===== config.mk =====
export PLATFORM = sky130hd
export DESIGN_NAME = ecs_device_flat
export DESIGN_NICKNAME = d
export VERILOG_FILES = /design/src/verilog/ecs_pkg.sv /design/src/verilog/ecs_link_if.sv /design/src/verilog/ecs_device.sv /design/src/flat_wrapper.sv
export SDC_FILE = /design/constraint.sdc
export NUM_CORES = 2
export LEC_CHECK = 0
export BUFFER_PORTS_ARGS = -buffer_cell sky130_fd_sc_hd__buf_2
export CORE_MARGIN = 3
export CORE_UTILIZATION = 36
export CTS_CLUSTER_SIZE = 30
export DETAILED_ROUTE_END_ITERATION = 10
export PLACE_DENSITY = 0.59
export SLEW_MARGIN = 20
export SYNTH_ARGS = -nofsm -noshare
export SYNTH_HDL_FRONTEND = slang
export SYNTH_SLANG_ARGS = --single-unit
export TNS_END_PERCENT = 100

===== constraint.sdc =====
create_clock -name pclk -period 3.5 [get_ports pclk]
set_input_delay 0 -clock pclk [delete_from_list [all_inputs] [get_ports pclk]]
set_output_delay 0 -clock pclk [all_outputs]
set_load 0.02 [all_outputs]

===== src/verilog/ecs_pkg.sv =====
// Purpose: Shared constants for the encoder channel control/status byte link
// Assumes: One channel; bytes and words move in parallel each pclk cycle
// Notes:   Used by both link ends and the controller APB register map
package ecs_pkg;

  // ----------------------------------------
  // Control byte fields
  // ----------------------------------------
  localparam int ECS_CB_MODE = 7;      // register_mode_select
  localparam int ECS_CB_CMPEN = 6;     // compare_function_enable (process mode)
  localparam int ECS_CB_RW = 6;        // direction (register mode)
  localparam int ECS_CB_MANOUT = 5;    // manual_output_level
  localparam int ECS_CB_PRESET = 2;    // counter_preset_strobe
  localparam int ECS_CB_LATSEL = 1;    // input word shows latch when set
  localparam int ECS_CB_ARM = 0;       // zero_capture_arm
  localparam int ECS_IDX_MSB = 5;
  localparam int ECS_IDX_W = 6;

  // ----------------------------------------
  // Status byte fields
  // ----------------------------------------
  localparam int ECS_SB_MODE = 7;
  localparam int ECS_SB_RW = 6;
  localparam int ECS_SB_OUT = 5;
  localparam int ECS_SB_GATE = 4;
  localparam int ECS_SB_ZERO = 3;
  localparam int ECS_SB_PRESET = 2;
  localparam int ECS_SB_MEAS = 1;
  localparam int ECS_SB_VALID = 0;

  // ----------------------------------------
  // Sizes and reset values
  // ----------------------------------------
  localparam int ECS_DW = 32;          // process data word
  localparam int ECS_RW_W = 16;        // internal register width
  localparam int ECS_NREG = 64;
  localparam logic [7:0] ECS_BYTE_RST = 8'h00;
  localparam logic [31:0] ECS_WORD_RST = 32'h0000_0000;
  localparam logic [15:0] ECS_REG_RST = 16'h0000;

  // ----------------------------------------
  // Controller APB map (byte addresses)
  // ----------------------------------------
  localparam logic [11:0] ECS_A_CTRL = 12'h000;
  localparam logic [11:0] ECS_A_OUTD = 12'h004;
  localparam logic [11:0] ECS_A_STAT = 12'h008;
  localparam logic [11:0] ECS_A_IND = 12'h00c;
  localparam int ECS_ST_ECHO = 8;      // echo-matched flag in status word
  localparam int ECS_ST_ARMHOLD = 9;   // arm request waiting for valid to drop

endpackage

===== src/verilog/ecs_link_if.sv =====
// Purpose: Process image between controller and encoder channel
// Assumes: Both ends on pclk; the bench connects clock and reset to each end
// Notes:   Second control/status bytes are carried but have no meaning
`timescale 1ns/100ps
interface ecs_link_if;
  import ecs_pkg::*;

  // ----------------------------------------
  // Output image (controller to device), input image (device to controller)
  // ----------------------------------------
  logic [7:0] channel_control_byte;
  logic [7:0] second_control_byte;
  logic [ECS_DW-1:0] out_data0;
  logic [7:0] channel_status_byte;
  logic [7:0] second_status_byte;
  logic [ECS_DW-1:0] in_data0;

  modport dev (
    input channel_control_byte,
    input second_control_byte,
    input out_data0,
    output channel_status_byte,
    output second_status_byte,
    output in_data0
  );

  modport ctl (
    output channel_control_byte,
    output second_control_byte,
    output out_data0,
    input channel_status_byte,
    input second_status_byte,
    input in_data0
  );
endinterface


===== src/verilog/ecs_device.sv =====
// Purpose: Encoder channel end: status byte, preset, zero capture, register access
// Assumes: gate_in, zero_in and the count inputs are synchronous to pclk
// Notes:   Counter is a plain up/down counter; comparator result is an input
`timescale 1ns/100ps

// Operation
// - Process mode reports mode status bit zero
// - Status bit five shows output level
// - Status bit four mirrors gate input
// - Status bit three mirrors zero input
// - Status bit two acknowledges preset taken
// - Armed zero edge captures counter, sets valid
// - After capture, ignore zero pulses until rearm
// - Clearing arm clears valid status bit
// - Controller rearms: clear, await valid low, set
// - Controller sets control bit seven for registers
// - Bit six direction, bits five-zero register index
// - Write stores low 16 bits of output word into indexed register
// - Register mode gives no valid process data
// - Register mode sets status bit seven
// - Status echoes index and direction of access
// - Second control ignored, second status zero
// - Control bit seven low selects process mode
// - Preset rising edge loads counter from word
// - Armed capture stores at first latch pulse
// - Manual output only when compare disabled
module ecs_device
  import ecs_pkg::*;
(
  input wire logic pclk,
  input wire logic presetn,
  ecs_link_if.dev link,
  input wire logic gate_in,
  input wire logic zero_in,
  input wire logic count_up,
  input wire logic count_dn,
  input wire logic cmp_level,
  input wire logic meas_done,
  output logic output_level,
  output logic [ECS_DW-1:0] counter_value,
  output logic [ECS_DW-1:0] latch_value
);

  // ----------------------------------------
  // Control byte decoding
  // ----------------------------------------
  logic [7:0] cb;
  logic reg_mode;
  logic rw_write;
  logic [ECS_IDX_W-1:0] idx;
  logic preset_bit;
  logic arm_bit;
  logic cmp_en;

  // Second control byte is never looked at
  assign cb = link.channel_control_byte;
  assign reg_mode = cb[ECS_CB_MODE];
  assign rw_write = cb[ECS_CB_RW];
  assign idx = cb[ECS_IDX_MSB:0];
  assign preset_bit = cb[ECS_CB_PRESET];
  assign arm_bit = cb[ECS_CB_ARM];
  assign cmp_en = cb[ECS_CB_CMPEN];

  // ----------------------------------------
  // Mode qualifiers
  // ----------------------------------------
  // In register mode the low bits carry the index, so every process
  // function is gated here; otherwise an index write would preset,
  // arm a capture or move the output pin
  logic proc_mode;
  logic proc_arm;

  assign proc_mode = !reg_mode;
  assign proc_arm = proc_mode && arm_bit;

  // ----------------------------------------
  // State
  // ----------------------------------------
  logic [ECS_DW-1:0] cnt_r;
  logic [ECS_DW-1:0] cnt_nxt;
  logic [ECS_DW-1:0] latch_r;
  logic valid_r;
  logic valid_nxt;
  logic zero_d_r;
  logic preset_d_r;
  logic preset_ack_r;
  logic out_r;
  logic out_nxt;
  logic [7:0] sb_r;
  logic [7:0] sb_nxt;
  logic [ECS_DW-1:0] ind_r;
  logic [ECS_DW-1:0] ind_nxt;
  logic [ECS_RW_W-1:0] regs [ECS_NREG];

  // ----------------------------------------
  // Counter with preset
  // ----------------------------------------
  // Opposite count requests cancel, so both high holds the count
  function automatic logic [ECS_DW-1:0] step_count(
    input logic [ECS_DW-1:0] cur,
    input logic up,
    input logic dn
  );
    step_count = cur;
    if (up && !dn) begin
      step_count = cur + 32'h0000_0001;
    end else if (dn && !up) begin
      step_count = cur - 32'h0000_0001;
    end
  endfunction

  logic preset_rise;
  logic zero_rise;
  logic capture;
  logic [ECS_DW-1:0] cnt_step;

  // Preset edge only counts in process mode, so a mode switch is not a preset
  assign preset_rise = proc_mode && preset_bit && !preset_d_r;
  assign cnt_step = step_count(cnt_r, count_up, count_dn);
  assign cnt_nxt = preset_rise ? link.out_data0 : cnt_step;

  // Capture needs arm and no pending capture; later pulses do nothing
  assign zero_rise = zero_in && !zero_d_r;
  assign capture = proc_arm && !valid_r && zero_rise;
  // Disarm clears valid; capture can't coincide since it needs arm.
  // Register mode freezes valid, but the controller holds arm low there, so valid clears once process mode returns
  assign valid_nxt = !proc_mode ? valid_r :
                     (!arm_bit ? 1'b0 : (capture ? 1'b1 : valid_r));

  // Manual level only steers the pin with compare off; the pin holds
  // through register access since bits 6 and 5 then mean other things
  assign out_nxt = !proc_mode ? out_r : (cmp_en ? cmp_level : cb[ECS_CB_MANOUT]);

  // ----------------------------------------
  // Status byte and input word
  // ----------------------------------------
  // Register mode shows register data, never stale process values
  assign sb_nxt = reg_mode ? {1'b1, rw_write, idx}
                           : {1'b0, 1'b0, out_r, gate_in, zero_in,
                              preset_ack_r, meas_done, valid_nxt};
  assign ind_nxt = reg_mode ? {16'h0000, regs[idx]}
                 : (cb[ECS_CB_LATSEL] ? latch_r : cnt_r);

  // Core registers
  always_ff @(posedge pclk or negedge presetn) begin
    if (!presetn) begin
      cnt_r <= ECS_WORD_RST;
      latch_r <= ECS_WORD_RST;
      valid_r <= 1'b0;
      zero_d_r <= 1'b0;
      preset_d_r <= 1'b0;
      preset_ack_r <= 1'b0;
      out_r <= 1'b0;
    end else begin
      cnt_r <= cnt_nxt;
      if (capture) begin
        latch_r <= cnt_r;
      end
      valid_r <= valid_nxt;
      zero_d_r <= zero_in;
      preset_d_r <= preset_bit;
      // Ack follows the strobe once the value is in the counter
      preset_ack_r <= !reg_mode && preset_bit;
      out_r <= out_nxt;
    end
  end

  // Status and data flops
  // One edge of latency: status answers the control byte of the edge before
  always_ff @(posedge pclk or negedge presetn) begin
    if (!presetn) begin
      sb_r <= ECS_BYTE_RST;
      ind_r <= ECS_WORD_RST;
    end else begin
      sb_r <= sb_nxt;
      ind_r <= ind_nxt;
    end
  end

  // ----------------------------------------
  // Internal register file
  // ----------------------------------------
  // Writes repeat while the request is held; harmless since the value is the same
  // All words reset to zero, so a read before any write returns zero
  genvar gi;
  generate
    for (gi = 0; gi < ECS_NREG; gi = gi + 1) begin : g_reg
      always_ff @(posedge pclk or negedge presetn) begin
        if (!presetn) begin
          regs[gi] <= ECS_REG_RST;
        end else if (reg_mode && rw_write && idx == ECS_IDX_W'(gi)) begin
          regs[gi] <= link.out_data0[ECS_RW_W-1:0];
        end
      end
    end
  endgenerate

  // ----------------------------------------
  // Outputs
  // ----------------------------------------
  // Every data output except the constant second status byte comes straight from a flop
  assign link.channel_status_byte = sb_r;
  assign link.second_status_byte = ECS_BYTE_RST;
  assign link.in_data0 = ind_r;
  assign output_level = out_r;
  assign counter_value = cnt_r;
  assign latch_value = latch_r;

endmodule


===== src/flat_wrapper.sv =====
// flat-port wrapper written by rule: the top's interface ports become plain ports
module ecs_device_flat import ecs_pkg::*;
  (pclk, presetn, gate_in, zero_in, count_up, count_dn, cmp_level, meas_done, output_level, counter_value, latch_value, link_channel_control_byte, link_second_control_byte, link_out_data0, link_channel_status_byte, link_second_status_byte, link_in_data0);
  ecs_link_if link_i ();
  input wire logic pclk;
  input wire logic presetn;
  input wire logic gate_in;
  input wire logic zero_in;
  input wire logic count_up;
  input wire logic count_dn;
  input wire logic cmp_level;
  input wire logic meas_done;
  output logic output_level;
  output logic [ECS_DW-1:0] counter_value;
  output logic [ECS_DW-1:0] latch_value;
  input wire logic [$bits(link_i.channel_control_byte)-1:0] link_channel_control_byte;
  input wire logic [$bits(link_i.second_control_byte)-1:0] link_second_control_byte;
  input wire logic [$bits(link_i.out_data0)-1:0] link_out_data0;
  output wire logic [$bits(link_i.channel_status_byte)-1:0] link_channel_status_byte;
  output wire logic [$bits(link_i.second_status_byte)-1:0] link_second_status_byte;
  output wire logic [$bits(link_i.in_data0)-1:0] link_in_data0;
  assign link_i.channel_control_byte = link_channel_control_byte;
  assign link_i.second_control_byte = link_second_control_byte;
  assign link_i.out_data0 = link_out_data0;
  assign link_channel_status_byte = link_i.channel_status_byte;
  assign link_second_status_byte = link_i.second_status_byte;
  assign link_in_data0 = link_i.in_data0;
  ecs_device u_core (.pclk(pclk), .presetn(presetn), .link(link_i), .gate_in(gate_in), .zero_in(zero_in), .count_up(count_up), .count_dn(count_dn), .cmp_level(cmp_level), .meas_done(meas_done), .output_level(output_level), .counter_value(counter_value), .latch_value(latch_value));
endmodule

==> metrics.sh <==
STATUS='completed'
FINAL.SETUP.WORST_SLACK_NS=0.2045
DIE_AREA_UM2=150100
REPORT.FINAL.SLEW_VIOL_COUNT=0
HOLDWS_NS=0.05239
DRC=0
DRTITER0DRC=1639
PLACE.DETAILED.HPWL_MM=83.60
DRT_FIRST_PASS_ITERS=5
PLACED_AREA_UM2=55670
WIRE_PER_INST_UM=24.91
YS_FF_LATCH=1133
MOST_COMMON_FLOP_CELL_MAPPED_BY_YOSYS='sky130_fd_sc_hd__dfrtp_1'
ANTENNA_FOUND_INITIAL=6
SYN_INST=3368
TOTALWIRELENGTH_MM=138.0
WORSTPATHARRIVAL_NS=3.94
GRT_START_MAX_NET_PINS=143
GP_CONGESTION=0.8311
GRT_FIRST_PASS_WIRELENGTH_MM=210.0
MAX_CAP_VIOL_COUNT=0
AVGVIACOUNTPERCELL=5.393
GRT_SETUP_UNREPAIRED='false'
START_UTIL_PCT=36.36
TIMING.SLEW.HEADROOM_PCT=26.85
DESIGN_AREA_UM2=60490
CRIT_REQUIRED_NS=4.14
MULTI_INPUT_AREA_UM2=22730
CLOCK_PIN_SLEW_REPORTED_FOR_THE_WORST_SETUP_AND_HOLD_PATHS_AFTER_CLOCK_TREE_SYNTHESIS_NS=0.06
BUFFER_PORTS.INSERTED=152
COUNT_OF_DIFFERENT_CELL_MASTERS_AFTER_SYNTHESIS=52
HOLD_PATH.CLASS='input pin to flop'
CTS.SINK_COUNT=1133
FILLERINSTANCES=12970
CTS-ROOT-BUF='sky130_fd_sc_hd__clkbuf_16'
GLOBALROUTEOVERFLOWTOTAL=0
FINAL_NETS=3617
WL_MET1_MM=64.78
TRITONCTS.NUM_BUFFERS=121
WORST_SETUP_PATH_END_KIND='flop'
CP_MAX_FO=6
LAYOUT_WORST_PATH_CYCLE_SHARE_PCT=94.16
CRIT_TYPE='flop to flop'
CTSLONGESTPATHBUFFERS=3
PIN_COUNT=169
CTS-HTREE-LEVELS=3
CLOCK-SKEW-FINAL_NS=0.04726
FINALSETUPVIOLCOUNT=0
YOSYSWARNINGS=0
REGAREA_UM2=28350
WORSTMARGINPINSLEW_NS=1.097
ROUTE.VIAS.TOTAL=29880
COUNT_OF_FLIP_FLOPS_WITH_A_BUILT_IN_ENABLE_AFTER_SYNTHESIS=0
AVGSYNTHCELLAREA_UM2=15.55
SYNTHTOLAYOUTAREAGROWTH_PCT=15.53
FIN_TNS_SETUP_NS=0
ANT_NETS=0
SYNTH_ASYNC_SR_FLOP_SHARE_PCT=100.0
DPL_WORST_SLACK_NS=0.3583
TOP_SIGNAL_LAYER_USED='met5'
CTS_TREE='done'
DIE_EXTENT_IN_X_UM=387.4
GRT_PASS1_VIAS=31510
OVERALL_DIE_HEIGHT_UM=387.4
WL_MET3_MM=5.320
PEAKVDDDROP_mV=0.4155
GRT_UTIL_ALL_LAYERS_PCT=18.39
MET2ROUTEDLENGTH_MM=65.92
FINALCRITICALPERIOD_NS=3.296
SYNTH.YOSYS.SEQ_AREA_SHARE_PCT=54.15
WORST_SETUP_PATH_START_KIND='flop'
SYNTHESIS.AREA_UM2=52360
POWER.DENSITY_CELL_AREA_nW_PER_UM2=591.3
REPORT.FINAL.HOLD_VIOL_COUNT=0
DRIVE_ABOVE_1_SHARE_PCT=27.34
POSTLAYOUTCOREUTIL_PCT=42.01
FMAX_MHz=303.4
CORE_AREA_UM2=144000
POWER_LEAKAGE_nW=29.17
CLOCK_LATENCY_NS=0.71
FLOORPLAN.ROWS=139
## flip-flops by register name, indices dropped and copies added, names as in the netlist
name	flops
u_core.zero_d_r	1
u_core.valid_r	1
u_core.regs	1024
u_core.counter_value	32
u_core.latch_value	32
u_core.preset_ack_r	1
u_core.preset_d_r	1
u_core.link.in_data0	32
u_core.link.channel_status_byte	8
u_core.output_level	1
## per-layer routing
metal	track usage (%)	vias to the layer above
li1	-	12850
met1	26.05	16330
met2	30.33	550
met3	2.596	145
met4	3.658	2
met5	0	-
## final cells by class
| type | count | area share, % |
|---|---|---|
| clock buffer | 181 | 6.178 |
| antenna | 5 | 0.02068 |
| timing repair buffer | 332 | 4.342 |
| sequential | 1133 | 46.87 |
| multi-input combinational | 1926 | 37.58 |
| clock inverter | 48 | 0.9970 |
| inverter | 12 | 0.07446 |
| tap | 1903 | 3.936 |
## worst max-delay path, cell delays in order (launching register included)
cell                            delay (ns)
sky130_fd_sc_hd__dfrtp_1              0.50
sky130_fd_sc_hd__ha_1                 0.43
sky130_fd_sc_hd__a21o_1               0.21
sky130_fd_sc_hd__o21bai_1             0.16
sky130_fd_sc_hd__a21oi_1              0.26
sky130_fd_sc_hd__o31ai_2              0.15
sky130_fd_sc_hd__o31ai_2              0.37
sky130_fd_sc_hd__o21ai_1              0.13
sky130_fd_sc_hd__a21o_1               0.20
sky130_fd_sc_hd__a211o_1              0.22
sky130_fd_sc_hd__nand4_1              0.08
sky130_fd_sc_hd__dlygate4sd3_1        0.54
## synthesized netlist by cell type, drive strengths merged, types with 9 or more instances
master / count / area [um2]
nor2: 95 / 376.6
ha: 34 / 425.4
nand2: 92 / 345.3
a21oi: 72 / 360.4
nor3: 17 / 85.08
clkbuf: 212 / 795.8
mux4: 336 / 7567
xor2: 17 / 148.9
buf: 92 / 509.2
mux2i: 34 / 340.3
dfrtp: 1133 / 28350
mux2: 1062 / 11960
inv: 12 / 45.04
xnor2: 9 / 78.83
o21ai: 45 / 225.2
a21o: 10 / 75.07
## cells by family after synthesis
group	synth area share, %
AOI/OAI and AO/OA	1.830
xor gates and xnor gates	0.4349
adders and majority gates	0.8507
buffers and inverters	2.578
DFF	54.15
muxes	37.94
other	0.007162
and+or+nand+nor	2.208
## layout by cell type, fill, tap and decap left out, types with 33 or more instances in the layout
cell,count
sky130_fd_sc_hd__mux2_2,126
sky130_fd_sc_hd__mux2i_1,34
sky130_fd_sc_hd__mux4_2,336
sky130_fd_sc_hd__ha_1,33
sky130_fd_sc_hd__mux2_1,936
sky130_fd_sc_hd__clkbuf_8,42
sky130_fd_sc_hd__a21oi_1,72
sky130_fd_sc_hd__nor2_1,75
sky130_fd_sc_hd__dfrtp_1,1133
sky130_fd_sc_hd__buf_4,112
sky130_fd_sc_hd__dlygate4sd3_1,41
sky130_fd_sc_hd__clkbuf_16,124
sky130_fd_sc_hd__nand2_1,91
sky130_fd_sc_hd__buf_2,146
## timing repair
item | in CTS | in global routing
gates resized for setup | 0 | 2
buffers inserted | 0 | 0
endpoints found under the setup margin | 0 | 1
hold buffers | 40 | 2
hold endpoints to repair | 1190 | 20
## final timing paths
kind	startpoint	endpoint	slack [ns]	cells past startpoint
max in group asynchronous	presetn	u_core.regs[131]	2.62	3
min in group asynchronous	presetn	u_core.link.in_data0[10]	0.06	3
max	u_core.counter_value[10]	u_core.counter_value[31]	0.20	11
min reg2reg	u_core.regs[530]	u_core.regs[530]	0.48	1
max reg2reg	u_core.counter_value[10]	u_core.counter_value[31]	0.20	11
min	link_out_data0[11]	u_core.counter_value[11]	0.05	3
## power breakdown
part           switching [mW]  leakage, nW  internal [mW]
logic                    3.61         11.7           2.89
registers               0.993         15.3           14.6
clock network            5.40         2.16           8.30
total                    10.0         29.2           25.8
## metrics by stage
| step | power (mW) | instances |
|---|---|---|
| floorplan | 19.93 | 3375 |
| global placement | 22.13 | 5263 |
| detailed placement | 22.25 | 5263 |
| CTS | 36.11 | 5532 |
| global route | 37.37 | 5535 |
| finish | 35.77 | 5540 |
Power figures use the tool's default switching activity.
